$ cat src/include/mfcr_regs.vh
// Purpose: register map and field layout of the modem mode configuration
// Assumes: Avalon-MM slave, 32-bit data, one word per register
// Notes: printed offsets are register indices; byte address = 4 * index
//
// What this block does
// - Immediate blind-dial bit starts tone dialing without waiting for dial tone.
// - Reverse-rate bit: send 75 bps, receive 600 or 1200 by rate select.
// - Forward-rate bit: send 600 or 1200 by rate select, receive 75.
// - No V.23 bits: 1200/2400 baud; both V.23 bits: 600/1200.
// - Seizure pattern monitor bit searches continuously; off after reset.
// - Ninth-bit meaning applies only with escape: 0 alert, 1 end-of-frame.
// - Delayed blind-dial bit dials as soon as dial tone is seen during the wait, or once the dial-tone wait timeout expires.
// - Loopback bit swaps transmit and receive frequency bands.
// - Tone-echo bit echoes period for tone on, slash for tone off.
// - On-hook register bits 7:5 hold the differential voltage threshold.
// - On-hook register bits 4:0 hold the absolute voltage threshold.
// - Off-hook register bits 7:5 hold the differential current threshold.
// - Off-hook register bits 4:0 hold the absolute current threshold.
// - Wetting-pulse bit is active low: 0 enables, 1 disables the pulse.
// - Current-limit off-hook bit enables off hook for overcurrent protection.
// - Off-hook method bit: 0 absolute, 1 differential current threshold.
// - On-hook method bit: 0 absolute, 1 differential voltage threshold.
// - UK caller ID decode enabled when its bit is 1.
// - North American caller ID decode enabled when its bit is 1.
// - Link control bit 0 enables the ninth-bit escape function.
`ifndef MFCR_REGS_VH
`define MFCR_REGS_VH

// ----------------------------------------------------------------------
// Register indices
// ----------------------------------------------------------------------
`define MFCR_IDX_MODE1 6'h07
`define MFCR_IDX_MODE2 6'h0c
`define MFCR_IDX_ONHOOK 6'h11
`define MFCR_IDX_OFFHOOK 6'h12
`define MFCR_IDX_MODE3 6'h13
`define MFCR_IDX_LINK 6'h15
`define MFCR_IDX_DIALTO 6'h02
`define MFCR_IDX_STATUS 6'h20
`define MFCR_IDX_TONES 6'h21

// ----------------------------------------------------------------------
// Reset values
// ----------------------------------------------------------------------
`define MFCR_RST_MODE1 8'h00
`define MFCR_RST_MODE2 8'h00
`define MFCR_RST_ONHOOK 8'h4d
`define MFCR_RST_OFFHOOK 8'h00
`define MFCR_RST_MODE3 8'h00
`define MFCR_RST_LINK 8'h00
`define MFCR_RST_DIALTO 8'h04
`define MFCR_MODE2_MASK 8'h2f

// ----------------------------------------------------------------------
// Field positions
// ----------------------------------------------------------------------
`define MFCR_M1_FRAME 7
`define MFCR_M1_BLIND 6
`define MFCR_M1_REVRX 5
`define MFCR_M1_FWDTX 4
`define MFCR_M1_TONEDET 3
`define MFCR_M1_RATE 2
`define MFCR_M1_INTL 1
`define MFCR_M1_FSK 0
`define MFCR_M2_SEIZE 5
`define MFCR_M2_NINTH 3
`define MFCR_M2_DBLIND 2
`define MFCR_M2_LOOP 1
`define MFCR_M2_ECHO 0
`define MFCR_M3_JAPAN 7
`define MFCR_M3_WETN 6
`define MFCR_M3_CLIM 5
`define MFCR_M3_OFFM 4
`define MFCR_M3_ONM 3
`define MFCR_M3_UK 2
`define MFCR_M3_US 1
`define MFCR_M3_PCM 0
`define MFCR_LK_ESC 0

// ----------------------------------------------------------------------
// Rate codes and timing
// ----------------------------------------------------------------------
`define MFCR_RATE_75 3'h0
`define MFCR_RATE_300 3'h1
`define MFCR_RATE_600 3'h2
`define MFCR_RATE_1200 3'h3
`define MFCR_RATE_2400 3'h4
`define MFCR_CLK_HZ 10000000
`define MFCR_DIALTO_UNIT_MS 1000
`define MFCR_DIALTO_UNIT_CYC (`MFCR_CLK_HZ / 1000 * `MFCR_DIALTO_UNIT_MS)
`define MFCR_ECHO_PERIOD 8'h2e
`define MFCR_ECHO_SLASH 8'h2f

`endif

$ cat src/hdl/mfcr_top.v
// Purpose: modem mode configuration registers and decoded mode outputs
// Assumes: Avalon-MM slave, one wait state on every access
// Notes: datapath and line logic consume the decoded outputs
//
// Added by the designer: the Avalon-MM slave port.
`include "mfcr_regs.vh"

module mfcr_top #(
    parameter DIALTO_UNIT_CYC = `MFCR_DIALTO_UNIT_CYC
) (
    input wire mclk,
    input wire resetn,
    input wire [7:0] avs_address,
    input wire avs_read,
    input wire avs_write,
    input wire [31:0] avs_writedata,
    input wire [3:0] avs_byteenable,
    output reg [31:0] avs_readdata,
    output reg avs_waitrequest,
    output reg [1:0] avs_response,
    input wire tone_dial_cmd,
    input wire dial_tone_seen,
    input wire tone_on_evt,
    input wire tone_off_evt,
    input wire echo_mode_active,
    input wire ninth_bit_in,
    output reg dial_start_ff,
    output reg [2:0] tx_rate_ff,
    output reg [2:0] rx_rate_ff,
    output reg frame_mode_enable_ff,
    output reg tone_detect_enable_ff,
    output reg fsk300_enable_ff,
    output reg intl_vs_us_standard_select_ff,
    output reg seizure_pattern_monitor_ff,
    output reg alert_ff,
    output reg frame_end_marker_ff,
    output reg band_swap_loopback_ff,
    output reg echo_valid_ff,
    output reg [7:0] echo_char_ff,
    output reg [2:0] onhook_threshold_ff,
    output reg [4:0] onhook_abs_level_ff,
    output reg onhook_use_diff_ff,
    output reg [2:0] offhook_threshold_ff,
    output reg [4:0] offhook_abs_level_ff,
    output reg offhook_use_diff_ff,
    output reg wetting_pulse_enable_ff,
    output reg current_limit_offhook_ff,
    output reg japan_callerid_ff,
    output reg uk_callerid_ff,
    output reg us_callerid_ff,
    output reg pcm_mode_ff
);

// ----------------------------------------------------------------------
// Register storage
// ----------------------------------------------------------------------
reg [7:0] mode1_ff;
reg [7:0] mode2_ff;
reg [7:0] onhook_ff;
reg [7:0] offhook_ff;
reg [7:0] mode3_ff;
reg [7:0] link_ff;
reg [7:0] dialto_ff;
reg pend_ff;

wire [5:0] idx = avs_address[7:2];
wire word_ok = (avs_address[1:0] == 2'b00);
wire acc = (avs_read | avs_write) & avs_waitrequest & pend_ff;
wire wr = acc & avs_write & avs_byteenable[0] & word_ok;
wire tmr_busy;
wire tmr_expire;
reg [7:0] nxt_rdata;
reg hit;

// ----------------------------------------------------------------------
// Bus slave: one cycle of wait, answer on second edge
// ----------------------------------------------------------------------
always @* begin
    nxt_rdata = 8'h00;
    hit = word_ok;
    case (idx)
        `MFCR_IDX_MODE1: nxt_rdata = mode1_ff;
        `MFCR_IDX_MODE2: nxt_rdata = mode2_ff & `MFCR_MODE2_MASK;
        `MFCR_IDX_ONHOOK: nxt_rdata = onhook_ff;
        `MFCR_IDX_OFFHOOK: nxt_rdata = offhook_ff;
        `MFCR_IDX_MODE3: nxt_rdata = mode3_ff;
        `MFCR_IDX_LINK: nxt_rdata = link_ff;
        `MFCR_IDX_DIALTO: nxt_rdata = dialto_ff;
        `MFCR_IDX_STATUS: nxt_rdata = {6'h00, dial_start_ff, tmr_busy};
        `MFCR_IDX_TONES: nxt_rdata = {2'h0, tx_rate_ff, rx_rate_ff};
        default: hit = 1'b0;
    endcase
end

always @(posedge mclk) begin
    if (!resetn) begin
        avs_waitrequest <= 1'b1;
        avs_readdata <= 32'h0;
        avs_response <= 2'b00;
        pend_ff <= 1'b0;
    end else begin
        avs_waitrequest <= 1'b1;
        pend_ff <= 1'b0;
        if ((avs_read | avs_write) & avs_waitrequest & !pend_ff) begin
            pend_ff <= 1'b1;
        end
        if (acc) begin
            // Release with answer; unmapped gives zero and decode error
            avs_waitrequest <= 1'b0;
            avs_readdata <= {24'h0, nxt_rdata};
            avs_response <= hit ? 2'b00 : 2'b11;
        end
    end
end

// ----------------------------------------------------------------------
// Register writes (low byte lane only)
// ----------------------------------------------------------------------
always @(posedge mclk) begin
    if (!resetn) begin
        mode1_ff <= `MFCR_RST_MODE1;
        mode2_ff <= `MFCR_RST_MODE2;
        onhook_ff <= `MFCR_RST_ONHOOK;
        offhook_ff <= `MFCR_RST_OFFHOOK;
        mode3_ff <= `MFCR_RST_MODE3;
        link_ff <= `MFCR_RST_LINK;
        dialto_ff <= `MFCR_RST_DIALTO;
    end else if (wr) begin
        case (idx)
            `MFCR_IDX_MODE1: mode1_ff <= avs_writedata[7:0];
            `MFCR_IDX_MODE2: mode2_ff <= avs_writedata[7:0]
                & `MFCR_MODE2_MASK;
            `MFCR_IDX_ONHOOK: onhook_ff <= avs_writedata[7:0];
            `MFCR_IDX_OFFHOOK: offhook_ff <= avs_writedata[7:0];
            `MFCR_IDX_MODE3: mode3_ff <= avs_writedata[7:0];
            `MFCR_IDX_LINK: link_ff <= avs_writedata[7:0];
            `MFCR_IDX_DIALTO: dialto_ff <= avs_writedata[7:0];
            default: mode1_ff <= mode1_ff;
        endcase
    end
end

// ----------------------------------------------------------------------
// Rate decode
// ----------------------------------------------------------------------
wire rev_rx = mode1_ff[`MFCR_M1_REVRX];
wire fwd_tx = mode1_ff[`MFCR_M1_FWDTX];
wire rsel = mode1_ff[`MFCR_M1_RATE];
reg [2:0] nxt_tx;
reg [2:0] nxt_rx;

always @* begin
    nxt_tx = rsel ? `MFCR_RATE_2400 : `MFCR_RATE_1200;
    nxt_rx = nxt_tx;
    if (rev_rx & fwd_tx) begin
        nxt_tx = rsel ? `MFCR_RATE_1200 : `MFCR_RATE_600;
        nxt_rx = nxt_tx;
    end else if (rev_rx) begin
        nxt_tx = `MFCR_RATE_75;
        nxt_rx = rsel ? `MFCR_RATE_1200 : `MFCR_RATE_600;
    end else if (fwd_tx) begin
        nxt_tx = rsel ? `MFCR_RATE_1200 : `MFCR_RATE_600;
        nxt_rx = `MFCR_RATE_75;
    end
    if (mode1_ff[`MFCR_M1_FSK]) begin
        // FSK overrides the negotiated carrier rates
        nxt_tx = `MFCR_RATE_300;
        nxt_rx = `MFCR_RATE_300;
    end
end

// ----------------------------------------------------------------------
// Dialing: immediate or after dial-tone wait
// ----------------------------------------------------------------------
wire delayed = mode2_ff[`MFCR_M2_DBLIND];

mfcr_dial_timer #(
    .UNIT_CYC(DIALTO_UNIT_CYC)
) u_dial_timer (
    .mclk(mclk),
    .resetn(resetn),
    .start(tone_dial_cmd & delayed & !mode1_ff[`MFCR_M1_BLIND]),
    .abort(dial_tone_seen),
    .units(dialto_ff),
    .busy_ff(tmr_busy),
    .expire_ff(tmr_expire)
);

always @(posedge mclk) begin
    if (!resetn) begin
        dial_start_ff <= 1'b0;
    end else begin
        dial_start_ff <= (tone_dial_cmd & mode1_ff[`MFCR_M1_BLIND])
            | tmr_expire
            | (tmr_busy & dial_tone_seen);
    end
end

// ----------------------------------------------------------------------
// Decoded mode outputs
// ----------------------------------------------------------------------
wire ninth_esc = link_ff[`MFCR_LK_ESC];

always @(posedge mclk) begin
    if (!resetn) begin
        tx_rate_ff <= `MFCR_RATE_1200;
        rx_rate_ff <= `MFCR_RATE_1200;
        frame_mode_enable_ff <= 1'b0;
        tone_detect_enable_ff <= 1'b0;
        fsk300_enable_ff <= 1'b0;
        intl_vs_us_standard_select_ff <= 1'b0;
        seizure_pattern_monitor_ff <= 1'b0;
        alert_ff <= 1'b0;
        frame_end_marker_ff <= 1'b0;
        band_swap_loopback_ff <= 1'b0;
        echo_valid_ff <= 1'b0;
        echo_char_ff <= 8'h00;
        onhook_threshold_ff <= 3'h0;
        onhook_abs_level_ff <= 5'h00;
        onhook_use_diff_ff <= 1'b0;
        offhook_threshold_ff <= 3'h0;
        offhook_abs_level_ff <= 5'h00;
        offhook_use_diff_ff <= 1'b0;
        wetting_pulse_enable_ff <= 1'b0;
        current_limit_offhook_ff <= 1'b0;
        japan_callerid_ff <= 1'b0;
        uk_callerid_ff <= 1'b0;
        us_callerid_ff <= 1'b0;
        pcm_mode_ff <= 1'b0;
    end else begin
        tx_rate_ff <= nxt_tx;
        rx_rate_ff <= nxt_rx;
        frame_mode_enable_ff <= mode1_ff[`MFCR_M1_FRAME];
        tone_detect_enable_ff <= mode1_ff[`MFCR_M1_TONEDET];
        fsk300_enable_ff <= mode1_ff[`MFCR_M1_FSK];
        intl_vs_us_standard_select_ff <= mode1_ff[`MFCR_M1_INTL];
        seizure_pattern_monitor_ff <= mode2_ff[`MFCR_M2_SEIZE];
        // Ninth bit routed only with escape enabled
        alert_ff <= ninth_esc & ninth_bit_in
            & !mode2_ff[`MFCR_M2_NINTH];
        frame_end_marker_ff <= ninth_esc & ninth_bit_in
            & mode2_ff[`MFCR_M2_NINTH];
        band_swap_loopback_ff <= mode2_ff[`MFCR_M2_LOOP];
        echo_valid_ff <= mode2_ff[`MFCR_M2_ECHO] & echo_mode_active
            & (tone_on_evt | tone_off_evt);
        if (tone_on_evt) begin
            echo_char_ff <= `MFCR_ECHO_PERIOD;
        end else if (tone_off_evt) begin
            echo_char_ff <= `MFCR_ECHO_SLASH;
        end
        onhook_threshold_ff <= onhook_ff[7:5];
        onhook_abs_level_ff <= onhook_ff[4:0];
        offhook_threshold_ff <= offhook_ff[7:5];
        offhook_abs_level_ff <= offhook_ff[4:0];
        onhook_use_diff_ff <= mode3_ff[`MFCR_M3_ONM];
        offhook_use_diff_ff <= mode3_ff[`MFCR_M3_OFFM];
        wetting_pulse_enable_ff <= !mode3_ff[`MFCR_M3_WETN];
        current_limit_offhook_ff <= mode3_ff[`MFCR_M3_CLIM];
        japan_callerid_ff <= mode3_ff[`MFCR_M3_JAPAN];
        uk_callerid_ff <= mode3_ff[`MFCR_M3_UK];
        us_callerid_ff <= mode3_ff[`MFCR_M3_US];
        // Host must set fast serial rate and flow control first
        pcm_mode_ff <= mode3_ff[`MFCR_M3_PCM];
    end
end

endmodule // mfcr_top

$ cat src/hdl/mfcr_dial_timer.v
// Purpose: dial-tone wait timer for delayed blind dialing
// Assumes: one tick per unit, count loaded on start
// Notes: expiry is a one-cycle pulse; no restart while counting
`include "mfcr_regs.vh"

module mfcr_dial_timer #(
    parameter UNIT_CYC = `MFCR_DIALTO_UNIT_CYC
) (
    input wire mclk,
    input wire resetn,
    input wire start,
    input wire abort,
    input wire [7:0] units,
    output reg busy_ff,
    output reg expire_ff
);

reg [31:0] tick_ff;
reg [7:0] left_ff;

always @(posedge mclk) begin
    if (!resetn) begin
        tick_ff <= 32'h0;
        left_ff <= 8'h00;
        busy_ff <= 1'b0;
        expire_ff <= 1'b0;
    end else begin
        expire_ff <= 1'b0;
        if (abort) begin
            busy_ff <= 1'b0;
        end else if (!busy_ff) begin
            if (start) begin
                busy_ff <= 1'b1;
                left_ff <= units;
                tick_ff <= 32'h0;
            end
        end else if (left_ff == 8'h00) begin
            // Timeout reached: dial without dial tone
            busy_ff <= 1'b0;
            expire_ff <= 1'b1;
        end else if (tick_ff == UNIT_CYC - 1) begin
            tick_ff <= 32'h0;
            left_ff <= left_ff - 8'h01;
        end else begin
            tick_ff <= tick_ff + 32'h1;
        end
    end
end

endmodule // mfcr_dial_timer

$ cat config.mk
export PLATFORM = sky130hd
export DESIGN_NAME = mfcr_top
export DESIGN_NICKNAME = d
export VERILOG_FILES = /design/src/hdl/mfcr_top.v /design/src/hdl/mfcr_dial_timer.v
export VERILOG_INCLUDE_DIRS = /design/src /design/src/include
export SDC_FILE = /design/constraint.sdc
export NUM_CORES = 1
export LEC_CHECK = 0
export ABC_AREA = 1
export BUFFER_PORTS_ARGS = -buffer_cell sky130_fd_sc_hd__buf_2
export CORE_UTILIZATION = 40
export CTS_BUF_LIST = sky130_fd_sc_hd__clkbuf_8
export DETAILED_ROUTE_END_ITERATION = 16
export GPL_ROUTABILITY_DRIVEN = 0
export PLACE_DENSITY = 0.65
export SLEW_MARGIN = 40
export SYNTH_ARGS = -nofsm -noshare
export SYNTH_HDL_FRONTEND = slang
export SYNTH_SLANG_ARGS = --single-unit
export TNS_END_PERCENT = 100
$ cat constraint.sdc
create_clock -name mclk -period 2.6 [get_ports mclk]
set_input_delay 0.39 -clock mclk [delete_from_list [all_inputs] [get_ports mclk]]
set_output_delay 0.39 -clock mclk [all_outputs]
set_load 0.02 [all_outputs]
**Word-level counts from Yosys, hierarchy flattened**

Cells that the tools add are included.

- Logic and storage cells: 131
- Input bits: 54
- Bits in registers: 152
- Output and inout port bits: 83

- Equal/unequal tests: 12
- Reduce and logical (&&, ||, !) cells: 22
- Multiplexer cells: 29
- Add/subtract/negate cells: 2
- Bitwise operators: 23

Operator list:

| cell | count |
|---|---|
| 2-to-1 mux 32 bit | 4 |
| one-hot mux 8 bit (9 select lines) | 1 |
| adder 32 x 1 -> 32 bit (second input constant) | 1 |
| == test 32 x 24 -> 1 bit (second input constant) | 1 |
| 2-to-1 mux 8 bit | 4 |
| == test 6 x 5 -> 1 bit (second input constant) | 4 |
| 2-to-1 mux 3 bit | 7 |
| bitwise AND 1 bit | 16 |
| AND reduction 2 bit | 7 |
| == test 6 bit (second input constant) | 2 |
| 2-to-1 mux 6 bit | 2 |
| OR reduction 9 bit | 1 |
| zero test 8 bit | 1 |
| 2-to-1 mux 1 bit | 8 |
| subtractor 8 x 1 -> 8 bit (second input constant) | 1 |
| == test 6 x 2 -> 1 bit (second input constant) | 1 |
| == test 6 x 3 -> 1 bit (second input constant) | 1 |
| == test 6 x 4 -> 1 bit (second input constant) | 1 |
| 2-to-1 mux 2 bit | 3 |
| OR reduction 2 bit | 3 |
| zero test 1 bit | 4 |
| inequality test 2 bit (second input constant) | 2 |
| bitwise OR 1 bit | 4 |
| AND reduction 4 bit | 1 |
| 5 further kinds | 8 |

**Longest topological paths before layout**

Gate-level depths: netlist (run 1).

- Depth in word-level cells: 7
- Gate-level depth with buffers: 11

**Cells and area by module**

A second synthesis (run 1) with hierarchy kept.

- Cells, all modules: 1002
- Area, all modules: 7109.3 µm²

Modules (own cells, without submodules):

| module | seq. area each (µm²) | cells each | instances | area each (µm²) |
|---|---|---|---|---|
| mfcr_top | 2102.0 | 582 | 1 | 4505.6 |
| mfcr_dial_timer | 840.8 | 420 | 1 | 2603.7 |

**Worst setup path before layout (run 1)**

Ideal clock, no wire load.

- Path type: flip-flop to flip-flop
- Start: register u_dial_timer.tick_ff[0]
- End: register u_dial_timer.left_ff[5]
- Period minus slack after synthesis: 1.579 ns
- Required time: 2.487 ns
- Stages on the path, launching flop included: 12
- Setup slack: 1.021 ns
- Data arrival time: 1.466 ns
- Path through: dfxtp_1 ha_1 nand3_2 inv_1 nand3_1 nor2_1 nand2_1 nand2_2 nand2_2 buf_2 nor2_1 nor2_1

- Longest elaborated chain between the ends: 3

RTL lines:

| item | RTL line | RTL |
|---|---|---|
| start: declaration | mfcr_dial_timer.v:18 | `reg [31:0] tick_ff;` |
| start signal: assignment | mfcr_dial_timer.v:45 | `tick_ff <= tick_ff + 32'h1;` |
| == test 32 x 24 -> 1 bit | mfcr_dial_timer.v:41 | `end else if (tick_ff == UNIT_CYC - 1) begin` |
| inequality test 2 bit (no line) | -- |  |
| AND reduction 4 bit (no line) | -- |  |
| end signal: assignment | mfcr_dial_timer.v:34 | `left_ff <= units;` |
| end signal: assignment | mfcr_dial_timer.v:43 | `left_ff <= left_ff - 8'h01;` |
| end: declaration | mfcr_dial_timer.v:19 | `reg [7:0] left_ff;` |

Every way passes these cells.
A chain may end at the register's enable or synchronous reset.

**Worst setup path in the final report (run 1)**

- Start: register u_dial_timer.left_ff[0]
- End: register u_dial_timer.tick_ff[10]

- Longest elaborated chain between the ends: 3

RTL lines:

| item | RTL line | RTL |
|---|---|---|
| zero test 8 bit | mfcr_dial_timer.v:37 | `end else if (left_ff == 8'h00) begin` |
| inequality test 2 bit (no line) | -- |  |
| AND reduction 3 bit (no line) | -- |  |

Every way passes these cells.

==> results of run 1 <==
-- power groups by stage --
stage | combinational [mW] | sequential, mW | clock (mW)
after floorplan | 0.186 | 2.33 | 0
final | 0.244 | 2.26 | 1.94
after global placement | 0.243 | 2.32 | 0
after detailed placement | 0.244 | 2.32 | 0
after CTS | 0.244 | 2.27 | 1.98
after global routing | 0.267 | 2.27 | 2.07
-- synthesized netlist by cell type (4+ instances only) --
cell type    n  share of area
nor2_2       8         0.0071
nor2_4       8          0.013
dfxtp_1    147           0.42
nand2_2      5         0.0044
inv_1      126          0.067
o211ai_1     9         0.0095
a21oi_1     79          0.056
nand2_1    242           0.13
a21oi_2      7         0.0086
nor3_1      11         0.0078
clkbuf_1    10         0.0053
buf_1        5         0.0026
nor2_1     118          0.062
buf_4       35          0.037
inv_2        9         0.0048
ha_1         4         0.0071
xor2_1       5         0.0062
o21ai_1      8         0.0056
nand3_1     67          0.047
o21ai_0     51          0.036
buf_2        8         0.0056
nand4_1     26          0.023
-- metal layers --
metal,vias up,global-route usage
li1,3364,-
met3,38,0.04789
met1,2897,0.2721
met2,193,0.3265
met4,0,0.1117
met5,-,0
-- critical path, stage by stage, from the launching register on --
cell	delay, ns
dfxtp_1	0.33
inv_1	0.07
ha_1	0.18
inv_1	0.06
nor3_1	0.27
nand3_1	0.15
nand2_1	0.46
nor2_1	0.14
a21boi_0	0.19
a21oi_1	0.05
-- registers in the layout, summed over array words and instances, names as in the netlist, 2 cells and up --
name / cells
tx_rate_ff: 2
u_dial_timer.left_ff: 8
dialto_ff: 8
mode1_ff: 8
onhook_abs_level_ff: 5
offhook_abs_level_ff: 5
onhook_ff: 8
u_dial_timer.tick_ff: 32
offhook_threshold_ff: 3
echo_char_ff: 2
avs_readdata: 8
rx_rate_ff: 3
offhook_ff: 8
onhook_threshold_ff: 3
mode3_ff: 8
mode2_ff: 5
link_ff: 8
-- final timing paths --
kind	startpoint	endpoint	slack, ns	cells past startpoint
worst max-delay path	u_dial_timer.left_ff[0]	u_dial_timer.tick_ff[10]	0.58	9
worst min-delay path	tone_on_evt	echo_char_ff[0]	0.1	2
worst min register to register	pend_ff	pend_ff	0.42	1
worst max register to register	u_dial_timer.left_ff[0]	u_dial_timer.tick_ff[10]	0.58	9
-- metrics by stage --
step / std cells / power [mW] / hold WS, ns
2_1_floorplan: 1045 / 2.515 / 0.3925
3_3_place_gp: 1300 / 2.561 / 0.4048
3_5_place_dp: 1300 / 2.562 / 0.4115
4_1_cts: 1332 / 4.491 / 0.06894
5_1_grt: 1332 / 4.605 / 0.07372
6_report: 1332 / 4.445 / 0.09769
-- cell families (layout without fill, tap and decap cells) --
| group | count (synthesis) | in the layout | share of synthesized area |
|---|---|---|---|
| simple gates | 499 | 499 | 0.3145 |
| other cells | 1 | 27 | 0.0005290 |
| buf+inv | 197 | 259 | 0.1274 |
| xor+xnor | 5 | 5 | 0.006177 |
| fa+ha+maj | 4 | 4 | 0.007060 |
| flops | 147 | 147 | 0.4151 |
| compound gates | 166 | 166 | 0.1292 |
-- final cells by class --
class                   instances  area share
clock inverters                14     0.02220
repair buffers                 90     0.06190
well taps                     225     0.03517
multi-input cells             701      0.4174
clock buffers                  18     0.03095
inverters                     137     0.06472
flip-flops and latches        147      0.3677
==> out/metrics.cfg, run 1 <==
[critical_path]
worstSetupEndpointType=register
criticalPathCategory=register to register
cp_max_fo=14
crit_arrival_ns=2.37
critPathRequiredTime_ns=2.95
crit_path_start_kind=register

[sta]
period_needed_ns=2.019
final_hold_viol_count=0
fin_crit_sh=0.7765
tightest_slew_ns=0.6015
finalSetupViolCount=0
slew_violations=0
finalWorstSetupSlack_ns=0.5812
rsz0062_at_grt=no
fin_tns_setup_ns=0
maxSlewHeadroom=0.5986
finClkSkew_ns=0.01739
max_freq_mhz=495.3

[power]
comb_power_share=0.055
power_frac_seq=0.510
p_clk_frac=0.435
internal-power_mw=3.242
ir_drop_mv=0.3460
p_sw_frac=0.2707
p_sw_mw=1.203
total_leakage_power_nw=3.725
power-per-cell-area_mw_per_mm2=555.4

[synth]
yosysWarnings=0
synth_edf_count=0
ys_seq_elements=147
syn_area_sq_mm=0.007089
synth_ff_type=dfxtp_1
synthArstFlopShare=0
syn_inst=1019
synth_cell_type_count=43
seq_area_frac_synth=0.4151
synth.avg_cell_area_sq_um=6.957

[detailed_routing]
detail-route-antenna-nets=0
wl_per_cell_um=13.87
first_pass_iters=6
drtIter0Drc=293
drt-total-wl_mm=18.48
m1WireLength_mm=8.530
drc=0
avgViaCountPerCell=4.874
vias=6492
wl_met3_um=929
met2_length_mm=8.268
topRoutingLayerUsed=met4

[global_routing]
grt_max_degree=94
antenna_found_initial=0
grt.total_usage=0.2106
grt_overflow=0
grt_pass1_wl_mm=29.59
grt_pass1_vias=5799

[cts]
cts-resized-gates=0
cts_tree=built
cts_buffers=17
clock_latency_ns=0.46
clk_pin_slew_ns=0.09
postCtsSetupBuffers=0
htree_levels=4
root_buffer=clkbuf_8
cts_sinks=147
clockBufferDepth=2
postCtsHoldBufs=0

[final_layout]
nets=1152
num_antenna_cells=0
area_growth_pct=12.90
multi_input_area_sq_mm=0.003341
layout_common_cells=nand2_1 (242), dfxtp_1 (147), inv_1 (126)
fillers=1770
layout_commonest_cell=nand2_1
ff_latch_area_sq_mm=0.002943
final_util=0.4627
drive_gt1_frac=0.1590
fin_area_sq_mm=0.008004

[placement]
port_buffers=82
dp_worst_setup_slack_ns=0.6024
dpl_cell_area_sq_mm=0.007579
dp_hpwl_mm=13.48

[worst_hold_path]
hold_path.class=input pin to register

[status]
run_status=finished, final reports clean

[die]
initial_utilization=0.4099
ioPinCount=137
core_area_sq_mm=0.01730
die_w_um=135.1
fp.dieArea_sq_mm=0.01826
rows=48
die_y_um=135.1

[job]
cap_violations=0

Note: power is estimated with default switching activity, not from simulation.
==> run 2, diff against run 1 <==
clock period = 1.95 ns   (was 2.6 ns; I/O delays follow)
==> out/metrics.cfg, run 2 (synthesized netlist as in run 1, its figures left out) <==
[status]
run_status=finished, final reports clean

[final_layout]
largest_reg_flops=32  ; unchanged
regMostFlops=u_dial_timer.tick_ff
fillers=1825  ; +3.1%
layout_commonest_cell=nand2_1
num_antenna_cells=0  ; unchanged
nets=1170  ; +1.6%
ff_latch_area_sq_mm=0.002943  ; unchanged
area_growth_pct=14.53
drive_gt1_frac=0.1690  ; +0.01005
multi_input_area_sq_mm=0.003352  ; +0.34%
layout_common_cells=nand2_1 (242), dfxtp_1 (147), inv_1 (128)

[power]
p_sw_frac=0.2694  ; -0.001288
power_frac_seq=0.536  ; +0.026
ir_drop_mv=0.5544  ; +60%
power-per-cell-area_mw_per_mm2=694.3  ; +25%
p_total_mw=5.637  ; +27%
comb_power_share=0.061  ; +0.006
p_sw_mw=1.519  ; +26%
internal-power_mw=4.118  ; +27%
p_clk_frac=0.404  ; -0.031
total_leakage_power_nw=3.802  ; +2.1%

[global_routing]
grt_max_degree=93  ; -1.1%
grt_overflow=0  ; unchanged
grt_pass1_vias=5838  ; +0.67%
grt.total_usage=0.2123  ; +0.001659
antenna_found_initial=0  ; unchanged
grt_pass1_wl_mm=30.11  ; +1.8%

[sta]
rsz0062_at_grt=no
finalWorstSetupSlack_ns=0.1979  ; -0.3833 ns
finClkSkew_ns=0.01452  ; -0.002875 ns
finalSetupViolCount=0  ; unchanged
slew_violations=0  ; unchanged
fin_tns_setup_ns=0  ; unchanged
final_hold_viol_count=0  ; unchanged
fin_crit_sh=0.8985  ; +0.1221
max_freq_mhz=570.7  ; +15%
period_needed_ns=1.752  ; -0.2667 ns

[critical_path]
crit_arrival_ns=2.13  ; -0.24 ns
worstSetupEndpointType=register
crit_path_start_kind=register
cpPeakStageDelay_ns=0.33  ; -0.13 ns
cp_num_buf_inv=3  ; +1
critical_path.top_delay_family=simple AND/OR/NAND/NOR gates
critPathRequiredTime_ns=2.33  ; -0.62 ns
cp_max_fo=14  ; unchanged
r2r_start=u_dial_timer.left_ff[0]
critPathSlowestCell=dfxtp_1
cp_cell_sequence=inv_1 -> ha_1 -> nand3_1 -> nor2_1 -> nor2_4 -> buf_4 -> nand2_2 -> nand2_2 -> buf_4 -> a21oi_1
criticalPathCategory=register to register
crit_start=u_dial_timer.left_ff[0]

[worst_hold_path]
hold_path.class=input pin to register
min_from=dial_tone_seen

[cts]
root_buffer=clkbuf_8
cts_tree=built
clk_pin_slew_ns=0.08  ; about the same
cts_buffers=17  ; unchanged
postCtsSetupBuffers=0  ; unchanged
htree_levels=4  ; unchanged
clock_latency_ns=0.46  ; about the same
cts_sinks=147  ; unchanged
clockBufferDepth=2  ; unchanged

[die]
ioPinCount=137  ; unchanged
initial_utilization=0.4099  ; unchanged
fp.dieArea_sq_mm=0.01826  ; unchanged
die_y_um=135.1  ; unchanged
die_w_um=135.1  ; unchanged
core_area_sq_mm=0.01730  ; unchanged
rows=48  ; unchanged

[detailed_routing]
drc=0  ; unchanged
drt-total-wl_mm=18.89  ; +2.2%
avgViaCountPerCell=4.896  ; +0.46%
drtIter0Drc=523  ; +78%
first_pass_iters=5  ; -1
detail-route-antenna-nets=0  ; unchanged
wl_per_cell_um=14.00  ; +0.91%
vias=6605  ; +1.7%

[placement]
dp_worst_setup_slack_ns=0.1833  ; -0.4191 ns
port_buffers=82  ; unchanged
dp_hpwl_mm=14.01  ; +3.9%

[job]
cap_violations=0  ; unchanged

## run 2: worst paths after layout
check / depth (start not counted) / slack [ns] / to
max: 10 / 0.20 / u_dial_timer.left_ff[4]
min: 2 / 0.04 / u_dial_timer.expire_ff
max reg2reg: 10 / 0.20 / u_dial_timer.left_ff[4]
min reg2reg: 1 / 0.42 / pend_ff
## run 2: through the flow
stage | util | instances | instance area [sq um] | hold slack (ns)
floorplan | - | 1045 | 7187 | 0.3693
global placement | 0.4470 | 1317 | 7731 | 0.4057
detailed placement | 0.4470 | 1317 | 7731 | 0.4083
CTS | 0.4688 | 1349 | 8108 | 0.007287
global route | 0.4694 | 1349 | 8119 | 0.01895
finish | 0.4694 | 1349 | 8119 | 0.03728
## run 2: layout make-up
| cell class | instances | share of cell area |
|---|---|---|
| repair buffers | 108 | 0.08106 |
| multi-input cells | 701 | 0.4129 |
| inverters | 137 | 0.06380 |
| clock inverters | 14 | 0.01634 |
| well taps | 225 | 0.03467 |
| clock buffers | 17 | 0.02882 |
| flip-flops and latches | 147 | 0.3625 |
## run 2: per-layer routing
metal	GRT usage	vias up	wire, um
met1	0.2902	2987	8921
li1	-	3380	-
met4	0.08489	0	481
met3	0.04040	33	937
met2	0.3279	205	8546
met5	0	-	0
## run 2: power groups by stage
stage	sequential (mW)	clock (mW)	combinational, mW
after detailed placement	3.09	0	0.337
after floorplan	3.11	0	0.248
after global routing	3.02	2.43	0.371
final	3.02	2.28	0.342
after global placement	3.09	0	0.336
after CTS	3.02	2.31	0.340
## run 2: repair_timing
action,in CTS,in global routing
endpoints found under the hold margin,1,0
gates resized for setup,0,2
hold buffers,1,0
endpoints found under the setup margin,0,2
